**config.mk**
```make
export PLATFORM = sky130hd
export DESIGN_NAME = sys_protect
export DESIGN_NICKNAME = d
export VERILOG_FILES = /design/src/sys_protect.v
export VERILOG_INCLUDE_DIRS = /design/src
export SDC_FILE = /design/constraint.sdc
export NUM_CORES = 1
export LEC_CHECK = 0
export BUFFER_PORTS_ARGS = -buffer_cell sky130_fd_sc_hd__buf_2
export CELL_PAD_IN_SITES_DETAIL_PLACEMENT = 0
export CELL_PAD_IN_SITES_GLOBAL_PLACEMENT = 1
export CORE_UTILIZATION = 38
export CTS_CLUSTER_SIZE = 16
export DETAILED_ROUTE_END_ITERATION = 10
export HOLD_SLACK_MARGIN = 0.1
export MAX_ROUTING_LAYER = met4
export PLACE_DENSITY = 0.74
export SETUP_SLACK_MARGIN = 0.5
export SYNTH_ARGS = -nofsm -noshare
export SYNTH_HDL_FRONTEND = slang
export SYNTH_SLANG_ARGS = --single-unit
```
**constraint.sdc**
```tcl
create_clock -name clk_in -period 2.15 [get_ports clk_in]
set_input_delay 0.215 -clock clk_in [delete_from_list [all_inputs] [get_ports clk_in]]
set_output_delay 0.215 -clock clk_in [all_outputs]
set_load 0.05 [all_outputs]
```
**src/sys_protect_defs.vh**
```
`ifndef SYS_PROTECT_DEFS_VH
`define SYS_PROTECT_DEFS_VH

// System and reference clock rates
`define SYS_CLK_HZ          100000000
`define REF_CLK_HZ          32768

// Timeout selection and reset values of the protection control register
`define WDOG_SEL_W          3
`define WDOG_SEL_RESET      3'h3
`define WDOG_BASE_LOG2      9
`define WDOG_STEP_LOG2      2
`define WDOG_CNT_W          24
`define WDOG_CNT_ONE        24'h000001
`define BMON_SEL_W          2
`define BMON_SEL_RESET      2'h3
`define BMON_BASE_CYCLES    11'h080
`define BMON_CNT_W          11
`define BMON_CNT_ONE        11'h001

// Periodic timer divider end counts, divide by 4 or 2048
`define PIT_PLAIN_LAST      2'h3
`define PIT_PRESCALED_LAST  11'h7FF
`define PIT_PRE_W           11
`define PIT_PRE_ONE         11'h001

// Service sequence values
`define SVC_ARM             8'h55
`define SVC_FIRE            8'hAA

// Interrupt arbitration
`define ARB_ID_W            4
`define ARB_ID_RESET        4'hF
`define CM_ARB_ID           4'h8
`define WDOG_IRQ_LEVEL      3'h7

// Bus master arbitration levels and grant bit positions
`define BM_LEVEL_INTEG      3'h7
`define BM_LEVEL_CORE       3'h0
`define GNT_INTEG           0
`define GNT_CORE            1
`define GNT_MDMA            2
`define GNT_SERIAL_DMA_UNIT            3

`endif

```
**src/sys_protect.v**
```verilog
// What this block does
// - Acknowledge with no participating module raises bus error internally.
// - Watchdog expiry gives system reset or level 7 interrupt, per select bit.
// - Watchdog has eight timeout periods chosen by a control field.
// - After reset watchdog is on, about one second, and resets on expiry.
// - Protection control accepts one write per reset; later writes ignored.
// - Periodic timer interrupts up to 15.94 s from 32.768 kHz; can disable.
// - A control decides whether timers keep counting during debug freeze.
// - Two show-cycle bits control show cycles and arbitration during them.
// - Eight mastership levels; integration 7, core 0, DMA units programmable.
// - Only integration, core, memory DMA and serial DMA may win mastership.
// - Watchdog level 7, timer level programmable, line n gives level n.
// - Matching acknowledge starts arbitration among same-level requesters.
// - Four-bit arbitration id, highest wins; ours resets to 15, lowerable.
// - Winner returns timer or watchdog vector; internal sources never autovector.
// - Autovector select bits give internal autovector for external levels.
// - Level 7 order watchdog, timer, external; below, timer beats external.
// - Bus monitor times address strobe; acknowledges end the timing.
// - Enabled bus monitor raises bus error on overlong cycles, acknowledges too.
// - Bus monitor limit programmable from 128 to 1K system clocks.
// - Watchdog restarts only after 55 then AA written, others may intervene.
// - Freeze control set halts watchdog and timer while freeze is asserted.
// - Spurious interrupt monitor is always active, no disable.
// - Clearing the enable bit in the single write disables the watchdog.
`include "sys_protect_defs.vh"

module sys_protect #(
  parameter TICK_CYCLES = `SYS_CLK_HZ / `REF_CLK_HZ
) (
  // Clock and reset
  input  wire        clk_in,
  input  wire        rst_b_in,
  // Protection control register write
  input  wire        pcr_wr_in,
  input  wire        pcr_watchdog_enable_bit_in,
  input  wire        pcr_irq_not_reset_in,
  input  wire [2:0]  pcr_wdog_period_in,
  input  wire        pcr_bus_monitor_enable_in,
  input  wire [1:0]  pcr_bmon_time_in,
  output wire        pcr_locked_out,
  // Watchdog service register write
  input  wire        svc_wr_in,
  input  wire [7:0]  svc_data_in,
  // Module configuration
  input  wire        freeze_timer_stop_in,
  input  wire        show_cycle_enable_hi_in,
  input  wire        show_cycle_enable_lo_in,
  input  wire        arb_id_wr_in,
  input  wire [3:0]  arb_id_data_in,
  input  wire        freeze_in,
  output wire        show_cycles_out,
  output wire        show_ext_arb_out,
  // Timer and vector configuration
  input  wire [7:0]  pit_modulus_in,
  input  wire        pit_prescale_in,
  input  wire [2:0]  pit_level_in,
  input  wire [7:0]  pit_vector_in,
  input  wire [7:0]  wdog_vector_in,
  input  wire [6:0]  autovector_select_in,
  // Interrupt sources
  input  wire [6:0]  external_interrupt_line_in,
  input  wire [2:0]  cm_irq_level_in,
  output reg  [2:0]  irq_level_out,
  // Interrupt acknowledge
  input  wire        iack_in,
  input  wire [2:0]  iack_level_in,
  output reg         iack_done_out,
  output reg  [7:0]  vector_out,
  output reg         vector_valid_out,
  output reg         autovector_out,
  output reg         cm_won_out,
  output reg  [3:0]  arb_id_out,
  // Bus cycle monitoring
  input  wire        address_strobe_in,
  input  wire        size_acknowledge_in,
  input  wire        bus_error_in,
  input  wire        halt_in,
  input  wire        autovector_strobe_in,
  input  wire        iack_cycle_in,
  output reg         bus_error_signal_out,
  output reg         wdog_reset_out,
  // Bus mastership
  input  wire        req_integ_in,
  input  wire        req_core_in,
  input  wire        req_mdma_in,
  input  wire        req_serial_dma_unit_in,
  input  wire [2:0]  mdma_level_in,
  input  wire [2:0]  serial_dma_unit_level_in,
  output reg  [3:0]  grant_out
);

  // Protection control state
  reg                      pcr_locked;
  reg                      wdog_en;
  reg                      wdog_irq_mode;
  reg [`WDOG_SEL_W-1:0]    wdog_sel;
  reg                      bmon_en;
  reg [`BMON_SEL_W-1:0]    bmon_sel;
  reg [`ARB_ID_W-1:0]      arb_id;
  // Timers
  reg [11:0]               tick_cnt;
  reg                      tick;
  reg [`WDOG_CNT_W-1:0]    wdog_cnt;
  reg                      svc_armed;
  reg [`PIT_PRE_W-1:0]     pit_pre;
  reg [7:0]                pit_cnt;
  reg                      pit_pending;
  reg                      wdog_pending;
  // Bus monitor
  reg [`BMON_CNT_W-1:0]    bmon_cnt;
  reg                      as_prev;
  reg                      bmon_done;

  wire timers_run = ~(freeze_in & freeze_timer_stop_in);

  // Watchdog period: 2^(9+2*sel) reference ticks, sel 3 about 1 s
  function [`WDOG_CNT_W-1:0] wdog_limit;
    input [`WDOG_SEL_W-1:0] sel;
    begin
      wdog_limit = {{(`WDOG_CNT_W-1){1'b0}}, 1'b1}
                   << (`WDOG_BASE_LOG2 + `WDOG_STEP_LOG2 * sel);
    end
  endfunction

  // Bus monitor limit: 128, 256, 512 or 1024 clocks
  function [`BMON_CNT_W-1:0] bmon_limit;
    input [`BMON_SEL_W-1:0] sel;
    begin
      bmon_limit = `BMON_BASE_CYCLES << sel;
    end
  endfunction

  assign pcr_locked_out   = pcr_locked;
  // Show cycles on with either bit; both set blocks external arbitration
  assign show_cycles_out  = show_cycle_enable_hi_in
                            | show_cycle_enable_lo_in;
  assign show_ext_arb_out = ~(show_cycle_enable_hi_in
                              & show_cycle_enable_lo_in);

  // Single write protection control register
  always @(posedge clk_in or negedge rst_b_in) begin
    if (!rst_b_in) begin
      pcr_locked    <= 1'b0;
      wdog_en       <= 1'b1;
      wdog_irq_mode <= 1'b0;
      wdog_sel      <= `WDOG_SEL_RESET;
      bmon_en       <= 1'b1;
      bmon_sel      <= `BMON_SEL_RESET;
    end else if (pcr_wr_in && !pcr_locked) begin
      pcr_locked    <= 1'b1;
      wdog_en       <= pcr_watchdog_enable_bit_in;
      wdog_irq_mode <= pcr_irq_not_reset_in;
      wdog_sel      <= pcr_wdog_period_in;
      bmon_en       <= pcr_bus_monitor_enable_in;
      bmon_sel      <= pcr_bmon_time_in;
    end
  end

  // Arbitration id, resets to highest and may be rewritten
  always @(posedge clk_in or negedge rst_b_in) begin
    if (!rst_b_in) begin
      arb_id <= `ARB_ID_RESET;
    end else if (arb_id_wr_in) begin
      arb_id <= arb_id_data_in;
    end
  end

  // Reference tick divider, one pulse per 32.768 kHz period
  always @(posedge clk_in or negedge rst_b_in) begin
    if (!rst_b_in) begin
      tick_cnt <= 12'h000;
      tick     <= 1'b0;
    end else if (tick_cnt == TICK_CYCLES[11:0] - 12'h001) begin
      tick_cnt <= 12'h000;
      tick     <= 1'b1;
    end else begin
      tick_cnt <= tick_cnt + 12'h001;
      tick     <= 1'b0;
    end
  end

  // Watchdog counter and service sequence
  always @(posedge clk_in or negedge rst_b_in) begin
    if (!rst_b_in) begin
      wdog_cnt       <= {`WDOG_CNT_W{1'b0}};
      svc_armed      <= 1'b0;
      wdog_reset_out <= 1'b0;
    end else begin
      wdog_reset_out <= 1'b0;
      if (svc_wr_in && svc_data_in == `SVC_ARM) begin
        svc_armed <= 1'b1;
      end else if (svc_wr_in && svc_data_in == `SVC_FIRE && svc_armed) begin
        svc_armed <= 1'b0;
      end
      if (!wdog_en) begin
        wdog_cnt <= {`WDOG_CNT_W{1'b0}};
      end else if (svc_wr_in && svc_data_in == `SVC_FIRE && svc_armed) begin
        wdog_cnt <= {`WDOG_CNT_W{1'b0}};
      end else if (tick && timers_run) begin
        if (wdog_cnt == wdog_limit(wdog_sel) - `WDOG_CNT_ONE) begin
          wdog_cnt       <= {`WDOG_CNT_W{1'b0}};
          wdog_reset_out <= ~wdog_irq_mode;
        end else begin
          wdog_cnt <= wdog_cnt + `WDOG_CNT_ONE;
        end
      end
    end
  end

  wire wdog_expire = wdog_en && tick && timers_run && wdog_irq_mode
                     && !(svc_wr_in && svc_data_in == `SVC_FIRE && svc_armed)
                     && wdog_cnt == wdog_limit(wdog_sel) - `WDOG_CNT_ONE;

  // Periodic timer: divide by 4 or 2048, then 8-bit modulus count
  wire pit_step = tick && timers_run && (pit_prescale_in
                  ? (pit_pre == `PIT_PRESCALED_LAST)
                  : (pit_pre[1:0] == `PIT_PLAIN_LAST));
  wire pit_expire = pit_step && pit_cnt == 8'h01;

  always @(posedge clk_in or negedge rst_b_in) begin
    if (!rst_b_in) begin
      pit_pre <= {`PIT_PRE_W{1'b0}};
      pit_cnt <= 8'h00;
    end else if (pit_modulus_in == 8'h00 && pit_cnt == 8'h00) begin
      pit_pre <= {`PIT_PRE_W{1'b0}};
    end else if (tick && timers_run) begin
      pit_pre <= pit_step ? {`PIT_PRE_W{1'b0}} : pit_pre + `PIT_PRE_ONE;
      if (pit_cnt == 8'h00 || pit_expire) begin
        pit_cnt <= pit_modulus_in; // New modulus taken at end of count
      end else if (pit_step) begin
        pit_cnt <= pit_cnt - 8'h01;
      end
    end
  end

  // Acknowledge participation and same-level arbitration
  wire [2:0] lv         = iack_level_in;
  wire       ext_match  = lv != 3'h0 && external_interrupt_line_in[lv - 3'h1];
  wire       wdog_match = wdog_pending && lv == `WDOG_IRQ_LEVEL;
  wire       pit_match  = pit_pending && pit_level_in == lv
                          && lv != 3'h0;
  wire       we_bid     = wdog_match | pit_match | ext_match;
  wire       cm_bid     = cm_irq_level_in == lv && lv != 3'h0;
  wire       we_win     = we_bid && (!cm_bid || arb_id > `CM_ARB_ID);
  wire       wdog_win   = iack_in && we_win && wdog_match;
  wire       pit_win    = iack_in && we_win && !wdog_match && pit_match;

  // Pending internal requests, set wins over clear
  always @(posedge clk_in or negedge rst_b_in) begin
    if (!rst_b_in) begin
      pit_pending  <= 1'b0;
      wdog_pending <= 1'b0;
    end else begin
      pit_pending  <= pit_expire | (pit_pending & ~pit_win);
      wdog_pending <= wdog_expire | (wdog_pending & ~wdog_win);
    end
  end

  // Highest requested level, except a timer pending above the partner level hides external levels 1-5
  always @(posedge clk_in or negedge rst_b_in) begin
    if (!rst_b_in) begin
      irq_level_out <= 3'h0;
    end else if (wdog_pending || external_interrupt_line_in[6]) begin
      irq_level_out <= `WDOG_IRQ_LEVEL;
    end else begin
      irq_level_out <= cm_irq_level_in;
      if (pit_pending && pit_level_in > cm_irq_level_in) begin
        irq_level_out <= pit_level_in;
      end
      if (external_interrupt_line_in[5] && 3'h6 > cm_irq_level_in
          && !(pit_pending && pit_level_in > 3'h6)) begin
        irq_level_out <= 3'h6;
      end else if (!(pit_pending && pit_level_in > cm_irq_level_in)) begin
        if (external_interrupt_line_in[4] && 3'h5 > cm_irq_level_in)
          irq_level_out <= 3'h5;
        else if (external_interrupt_line_in[3] && 3'h4 > cm_irq_level_in)
          irq_level_out <= 3'h4;
        else if (external_interrupt_line_in[2] && 3'h3 > cm_irq_level_in)
          irq_level_out <= 3'h3;
        else if (external_interrupt_line_in[1] && 3'h2 > cm_irq_level_in)
          irq_level_out <= 3'h2;
        else if (external_interrupt_line_in[0] && 3'h1 > cm_irq_level_in)
          irq_level_out <= 3'h1;
      end
    end
  end

  // Bus monitor on address strobe duration
  wire bmon_term = size_acknowledge_in | bus_error_in | halt_in
                   | (autovector_strobe_in & iack_cycle_in);
  wire bmon_trip = bmon_en && address_strobe_in && !bmon_done && !bmon_term
                   && as_prev
                   && bmon_cnt == bmon_limit(bmon_sel) - `BMON_CNT_ONE;

  always @(posedge clk_in or negedge rst_b_in) begin
    if (!rst_b_in) begin
      bmon_cnt  <= {`BMON_CNT_W{1'b0}};
      as_prev   <= 1'b0;
      bmon_done <= 1'b0;
    end else begin
      as_prev <= address_strobe_in;
      if (address_strobe_in && !as_prev) begin
        bmon_cnt  <= `BMON_CNT_ONE;
        bmon_done <= bmon_term;
      end else if (address_strobe_in && !bmon_done) begin
        if (bmon_term || bmon_trip) begin
          bmon_done <= 1'b1;
        end else begin
          bmon_cnt <= bmon_cnt + `BMON_CNT_ONE;
        end
      end
    end
  end

  // Acknowledge answer and bus error, one cycle after the request
  always @(posedge clk_in or negedge rst_b_in) begin
    if (!rst_b_in) begin
      iack_done_out        <= 1'b0;
      vector_out           <= 8'h00;
      vector_valid_out     <= 1'b0;
      autovector_out       <= 1'b0;
      cm_won_out           <= 1'b0;
      arb_id_out           <= 4'h0;
      bus_error_signal_out <= 1'b0;
    end else begin
      iack_done_out    <= iack_in;
      vector_valid_out <= 1'b0;
      autovector_out   <= 1'b0;
      cm_won_out       <= iack_in && cm_bid && !we_win;
      arb_id_out       <= (iack_in && we_bid) ? arb_id : 4'h0;
      bus_error_signal_out <= bmon_trip
                              | (iack_in & ~we_bid & ~cm_bid);
      if (wdog_win) begin
        vector_out       <= wdog_vector_in;
        vector_valid_out <= 1'b1;
      end else if (pit_win) begin
        vector_out       <= pit_vector_in;
        vector_valid_out <= 1'b1;
      end else if (iack_in && we_win) begin
        autovector_out <= autovector_select_in[lv - 3'h1];
      end
    end
  end

  // Bus mastership among the four legal masters: integration first, DMA units by level, core last
  reg [2:0] best;
  always @* begin
    grant_out = 4'h0;
    best      = 3'h0;
    if (req_integ_in) begin
      grant_out[`GNT_INTEG] = 1'b1;
    end else begin
      if (req_mdma_in) begin
        grant_out[`GNT_MDMA] = 1'b1;
        best = mdma_level_in;
      end
      if (req_serial_dma_unit_in && (!req_mdma_in || serial_dma_unit_level_in > best)) begin
        grant_out = 4'h0;
        grant_out[`GNT_SERIAL_DMA_UNIT] = 1'b1;
      end
      if (req_core_in && !req_mdma_in && !req_serial_dma_unit_in) begin
        grant_out[`GNT_CORE] = 1'b1;
      end
    end
  end

endmodule

```
==> results of run 1 <==
Yosys cell counts, types with 3 or more instances:
cell type | instances | area, um2
a21o_1 | 3 | 22.52
a21oi_1 | 37 | 185.2
a221o_1 | 3 | 30.03
and2_1 | 10 | 62.56
and3_1 | 18 | 112.6
buf_2 | 3 | 15.01
clkbuf_1 | 16 | 60.06
dfrtp_1 | 96 | 2402
dfstp_2 | 10 | 262.8
ha_1 | 16 | 200.2
inv_1 | 16 | 60.06
mux2_2 | 29 | 326.6
mux2i_1 | 7 | 70.07
nand2_1 | 52 | 195.2
nand2b_1 | 7 | 43.79
nand3_1 | 45 | 225.2
nand3b_1 | 7 | 52.55
nand4_1 | 10 | 62.56
nor2_1 | 66 | 247.7
nor2b_1 | 11 | 68.82
nor3_1 | 19 | 95.09
nor3b_1 | 3 | 22.52
nor4_1 | 6 | 37.54
nor4b_1 | 3 | 26.28
nor4bb_1 | 4 | 40.04
o211ai_1 | 4 | 30.03
o21ai_0 | 23 | 115.1
o21ai_1 | 3 | 15.01
o21bai_1 | 3 | 22.52
o22a_1 | 4 | 35.03
o31ai_1 | 4 | 30.03
or2_2 | 5 | 31.28
or3_1 | 11 | 68.82
xnor2_1 | 12 | 105.1
xor2_1 | 21 | 183.9
cells by family (layout without fill, tap and decap cells):
| family | after synthesis | in the layout | synth area share, % |
|---|---|---|---|
| and+or+nand+nor | 284 | 285 | 24.67 |
| buffers and inverters | 39 | 247 | 2.917 |
| AOI/OAI and AO/OA | 108 | 108 | 11.67 |
| xor gates and xnor gates | 33 | 33 | 4.883 |
| adders and majority gates | 16 | 16 | 3.382 |
| DFF | 106 | 106 | 45.02 |
| muxes | 38 | 38 | 7.461 |
final cells by class:
type,instances,share of cell area (%)
Multi-Input combinational cell,480,44.84
Sequential cell,106,30.76
Timing Repair Buffer,215,17.80
Tap cell,188,2.707
Clock buffer,10,2.635
Inverter,16,0.7775
Clock inverter,6,0.4896
path summary, 6_finish.rpt:
kind                                   start           end  slack [ns]  cells after the start
max reg2reg                       pit_cnt[6]    pit_cnt[0]        0.07                      8
min in group asynchronous           rst_b_in  wdog_cnt[18]        0.38                      2
min reg2reg                      tick_cnt[4]   tick_cnt[4]        0.50                      1
max                               pit_cnt[6]    pit_cnt[0]        0.07                      8
min                        arb_id_data_in[0]     arb_id[0]        0.11                      2
max in group asynchronous           rst_b_in   wdog_sel[0]        1.01                      3
critical path, cell delays in order (launching register included):
cell and delay [ns]:
dfrtp_1 0.38, or4_4 0.59, nor4b_4 0.23, nand4_1 0.13, buf_6 0.15, buf_12 0.12
nand2_8 0.08, nor3_2 0.04, a221o_1 0.25
power by group:
| part | switching [mW] | leakage, nW | internal [mW] |
|---|---|---|---|
| sequential | 0.0431 | 1.38 | 2.05 |
| clock | 0.775 | 0.134 | 0.791 |
| combinational | 0.333 | 2.40 | 0.275 |
metal layers:
| layer | global-route usage (%) | vias to the layer above |
|---|---|---|
| met5 | - | - |
| li1 | - | 2648 |
| met3 | 3.922 | 27 |
| met4 | 8.613 | 0 |
| met1 | 24.55 | 2659 |
| met2 | 35.91 | 161 |
flip-flops by register name, indices dropped and copies added (netlist names), 2 cells and up:
| register | count |
|---|---|
| wdog_cnt | 24 |
| tick_cnt | 12 |
| bmon_cnt | 11 |
| pit_pre | 11 |
| pit_cnt | 8 |
| vector_out | 8 |
| arb_id | 4 |
| arb_id_out | 4 |
| irq_level_out | 3 |
| wdog_sel | 3 |
| bmon_sel | 2 |
repair_timing:
action,in CTS,in global routing
endpoints found under the setup margin,65,81
buffers inserted,36,11
hold endpoints to repair,40,0
gates cloned,3,0
gates resized for setup,92,76
pin swaps,50,35
hold buffers,15,0
==> flow_metrics.py, run 1 <==
metrics = {
    "synth": {
        "synth-edff-count": 0,
        "ys_warn_count": 0,
        "synth_nets": 734,
        "synth_cell_types": 62,
        "ys_seq_area_share_pct": 45.02,
        "synth-seq-cells": 106,
        "ys.flop_type": "dfrtp_1",
        "synth_cells": 624,
        "synth_area_um2": 5919,
        "async_reset_ff_share_pct": 100.0,
        "avgSynthCellArea_um2": 9.486,
    },
    "die": {
        "die_w_um": 126.8,
        "rows": 45,
        "start_util_pct": 38.94,
        "core_area_um2": 15200,
        "dieArea_um2": 16080,
        "io_pins": 122,
        "die_h_um": 126.8,
    },
    "timing": {
        "setup_ws_ns": 0.06928,
        "tns_ns": 0,
        "slew_viol_final": 0,
        "fin_skew_ns": 0.008167,
        "finalHoldViolCount": 0,
        "finalSetupViolCount": 0,
        "worst_hold_slack_ns": 0.1090,
        "max-slew-margin-rel_pct": 57.43,
        "rsz0062_at_grt": "true",
        "fin_crit_ns": 2.081,
        "tightest_slew_ns": 0.6373,
        "period_share_pct": 96.78,
        "max_clock_freq_mhz": 480.6,
    },
    "place": {
        "gp_congestion": 0.8670,
        "dp_worst_setup_slack_ns": 0.01940,
        "dp_hpwl_mm": 11.04,
        "portBuffers": 121,
        "post_dp_cell_area_um2": 7129,
        "dpl.cell_count": 940,
    },
    "run": {
        "cap_violations": 0,
    },
    "layout": {
        "fillers": 1285,
        "antennaDiodeCount": 0,
        "ff_latch_area_um2": 2673,
        "multi_input_area_um2": 3896,
        "area_growth_pct": 46.80,
        "final_cell_mix": "buf_2, dfrtp_1, buf_4",
        "fin_nets": 938,
        "layout.cells.non_filler": 1021,
        "drive_gt1_share_pct": 47.42,
        "layout_commonest_cell": "buf_2",
        "post-route-util_pct": 57.16,
        "stdcell_area_um2": 8690,
    },
    "setup_path": {
        "cp_max_fo": 6,
        "cp-start-kind": "flop",
        "end_kind": "flop",
        "required_ns": 2.39,
        "cp_data_arrival_time_ns": 2.33,
        "critical_path_class": "reg2reg",
    },
    "clock_tree": {
        "h-tree-depth": 3,
        "clockBufferDepth": 2,
        "insertion_delay_ns": 0.36,
        "cts_tree": "built",
        "cts.sinks": 106,
        "path_clk_slew_ns": 0.07,
        "numCtsBuffers": 9,
        "cts_root_buf": "clkbuf_16",
    },
    "pwr": {
        "p_leak_nw": 3.908,
        "vdd_ir_drop_max_mv": 0.4439,
        "p_total_mw": 4.268,
        "power.density_nw_per_um2": 491.1,
    },
    "routing": {
        "final_antenna_net_count": 0,
        "wl_met1_mm": 7.173,
        "wire_per_inst_um": 16.23,
        "drtIter0Drc": 231,
        "viasPerCell": 5.382,
        "vias": 5495,
        "drc_errors": 0,
        "drt-total-wl_mm": 16.58,
        "routed-wl-met2_mm": 8.297,
        "wl_met3_um": 744,
        "first_pass_iters": 4,
        "top_layer_used": "met4",
    },
    "global_route": {
        "first_global_vias": 5434,
        "grt_pass1_wl_mm": 26.18,
        "antenna_found_initial": 0,
        "grt_max_degree": 38,
        "grt.total_usage_pct": 21.10,
        "grt_overflow": 0,
    },
    "outcome": {
        "status": "complete, no violations",
    },
    "hold_path": {
        "hp-class": "in2reg",
    },
}
Power figures use the tool's default switching activity.
==> inputs of run 2 (changes only) <==
- PLACE_DENSITY: 0.74 -> unset
- PLACE_DENSITY_LB_ADDON: unset -> 0.1
- SLEW_MARGIN: unset -> 10
==> run 2 against run 1 <==
  * The run now ends with setup timing left
  * Sequential share of layout area is 0.095 points higher
  * Clock power is 11% higher
  * Core utilization is 0.12 points lower
  * Largest power group unchanged
  * Combinational power is 1% lower
  * Final cell count hardly changed
  * Wire length is 3.8% lower
  * Global-route usage is 0.25 points lower
  * Highest routed layer unchanged
  * Cell area is 0.22% lower
  * Sequential cell count stayed put
==> flow_metrics.py, run 2 (synthesized netlist as in run 1, its figures left out) <==
metrics = {
    "outcome": {
        "status": "finished with violations",
        "violations": "setup timing",
    },
    "layout": {
        "fin_nets": 938,
        "layout_commonest_cell": "buf_2",
        "fillers": 1319,
        "area_growth_pct": 46.48,
        "top_register": "wdog_cnt",
        "final_cell_mix": "buf_2, dfrtp_1, nor2_1",
        "layout.cells.non_filler": 1022,
        "reg_top3": "wdog_cnt (24), tick_cnt (12)",
        "largest_reg_flops": 24,
        "drive_gt1_share_pct": 46.82,
    },
    "timing": {
        "fin_crit_ns": 2.225,
        "setup_ws_ns": -0.07471,
        "max-slew-margin-rel_pct": 59.95,
        "finalHoldViolCount": 0,
        "period_share_pct": 103.5,
        "finalSetupViolCount": 2,
        "slew_viol_final": 0,
        "tightest_slew_ns": 0.5993,
        "max_clock_freq_mhz": 449.5,
        "fin_skew_ns": 0.01044,
        "rsz0062_at_grt": "true",
    },
    "global_route": {
        "grt.total_usage_pct": 20.85,
        "grt_max_degree": 43,
        "first_global_vias": 5377,
        "grt_pass1_wl_mm": 25.88,
        "grt_overflow": 0,
        "antenna_found_initial": 1,
    },
    "clock_tree": {
        "insertion_delay_ns": 0.36,
        "h-tree-depth": 3,
        "path_clk_slew_ns": 0.08,
        "numCtsBuffers": 9,
        "cts_root_buf": "clkbuf_16",
        "cts.sinks": 106,
        "clockBufferDepth": 2,
        "cts_tree": "built",
    },
    "place": {
        "portBuffers": 121,
        "dpl.cell_count": 945,
        "gp_congestion": 0.8703,
        "dp_hpwl_mm": 11.01,
    },
    "die": {
        "start_util_pct": 38.94,
        "rows": 45,
        "die_w_um": 126.8,
        "die_h_um": 126.8,
        "io_pins": 122,
        "core_area_um2": 15200,
        "dieArea_um2": 16080,
    },
    "pwr": {
        "vdd_ir_drop_max_mv": 0.4397,
        "sw_frac_of_total_pct": 26.54,
        "clkPwrFrac_pct": 39.3,
        "cellInternalPower_mw": 3.250,
        "power.density_nw_per_um2": 510.2,
        "pwr-share-comb_pct": 13.6,
        "p_leak_nw": 3.887,
        "p_total_mw": 4.423,
        "seq_power_share_pct": 47.2,
        "p_sw_mw": 1.174,
    },
    "routing": {
        "vias": 5416,
        "final_antenna_net_count": 0,
        "drtIter0Drc": 287,
        "first_pass_iters": 5,
        "drc_errors": 0,
        "wire_per_inst_um": 15.61,
        "drt-total-wl_mm": 15.95,
        "viasPerCell": 5.299,
    },
    "run": {
        "cap_violations": 0,
    },
    "hold_path": {
        "hp-class": "in2reg",
        "hold_depth": 3,
    },
    "setup_path": {
        "cp_cell_sequence": "or4_4, nor4b_4, nand4_1, buf_4, and2_4, nor2_1, a21oi_1, o22a_1",
        "crit_family": "simple AND/OR/NAND/NOR gates",
        "cp_data_arrival_time_ns": 2.47,
        "slowest_delay_ns": 0.59,
        "end_kind": "flop",
        "r2r.worst_path.cells": 8,
        "cp-start-kind": "flop",
        "critical_path_class": "reg2reg",
        "critPathSlowestCell": "or4_4",
        "cp.depth": 8,
        "required_ns": 2.40,
        "cp_max_fo": 5,
        "path_buf_inv": 1,
    },
}
run 2: final timing paths:
check	from	to	slack, ns
hold reg to reg	wdog_irq_mode	wdog_reset_out	0.48
min in group asynchronous	rst_b_in	bmon_cnt[10]	0.37
hold / removal	external_interrupt_line_in[6]	irq_level_out[0]	0.11
setup reg to reg	pit_cnt[4]	pit_cnt[7]	-0.07
setup / recovery	pit_cnt[4]	pit_cnt[7]	-0.07
max in group asynchronous	rst_b_in	arb_id[1]	1.02
run 2: per-layer routing:
| layer | track usage, % | part of all wire, % | routed length [um] | vias to the layer above |
|---|---|---|---|---|
| met2 | 34.84 | 50 | 7906 | 132 |
| met1 | 25.74 | 45 | 7107 | 2612 |
| met4 | 7.563 | 1.8 | 293 | 0 |
| met3 | 2.952 | 4.0 | 645 | 23 |
| li1 | - | - | - | 2649 |
| met5 | - | 0 | 0 | - |
run 2: area by class of cell:
cell class / count / area, um2 / area share (%)
diodes: 1 / 2.502 / 0.02886
clock buffers: 9 / 225.2 / 2.597
clock inverters: 7 / 87.58 / 1.010
inverters: 16 / 67.56 / 0.7792
multi-input cells: 481 / 3865 / 44.57
flip-flops and latches: 106 / 2675 / 30.85
well taps: 188 / 235.2 / 2.713
repair buffers: 214 / 1513 / 17.45
run 2: tightest hold or removal path, cell delays in order:
cell,delay (ns)
buf_2,0.11
nor2_1,0.04
o21ai_0,0.07
run 2: what timing repair did:
action | CTS | global route
hold endpoints to repair | 46 | 0
pin swaps | 35 | 36
endpoints found under the setup margin | 58 | 88
resized for setup | 72 | 84
hold buffers | 16 | 0
gates cloned | 2 | 1
buffers inserted | 28 | 13
run 2: metrics by stage:
stage | setup slack (ns) | area, um2 | hold WS, ns | setup TNS (ns) | utilization (%)
6_report | -0.07471 | 8671 | 0.1108 | -0.1292 | 57.04
3_5_place_dp | -0.02918 | 7167 | 0.2318 | -0.1194 | 47.14
3_3_place_gp | 0.01302 | 7167 | 0.2244 | 0 | 47.14
2_1_floorplan | 0.1241 | 6228 | -0.08059 | 0 | -
4_1_cts | 0.01014 | 8158 | 0.1037 | 0 | 53.66
5_1_grt | -0.1549 | 8671 | 0.1141 | -0.7684 | 57.04
run 2: power groups by stage:
stage | Clock [mW] | Sequential (mW) | Combinational [mW]
global placement | 0 | 2.12 | 0.512
floorplan | 0 | 2.16 | 0.247
global route | 1.88 | 2.09 | 0.657
finish | 1.74 | 2.09 | 0.600
CTS | 1.79 | 2.08 | 0.576
detailed placement | 0 | 2.12 | 0.520
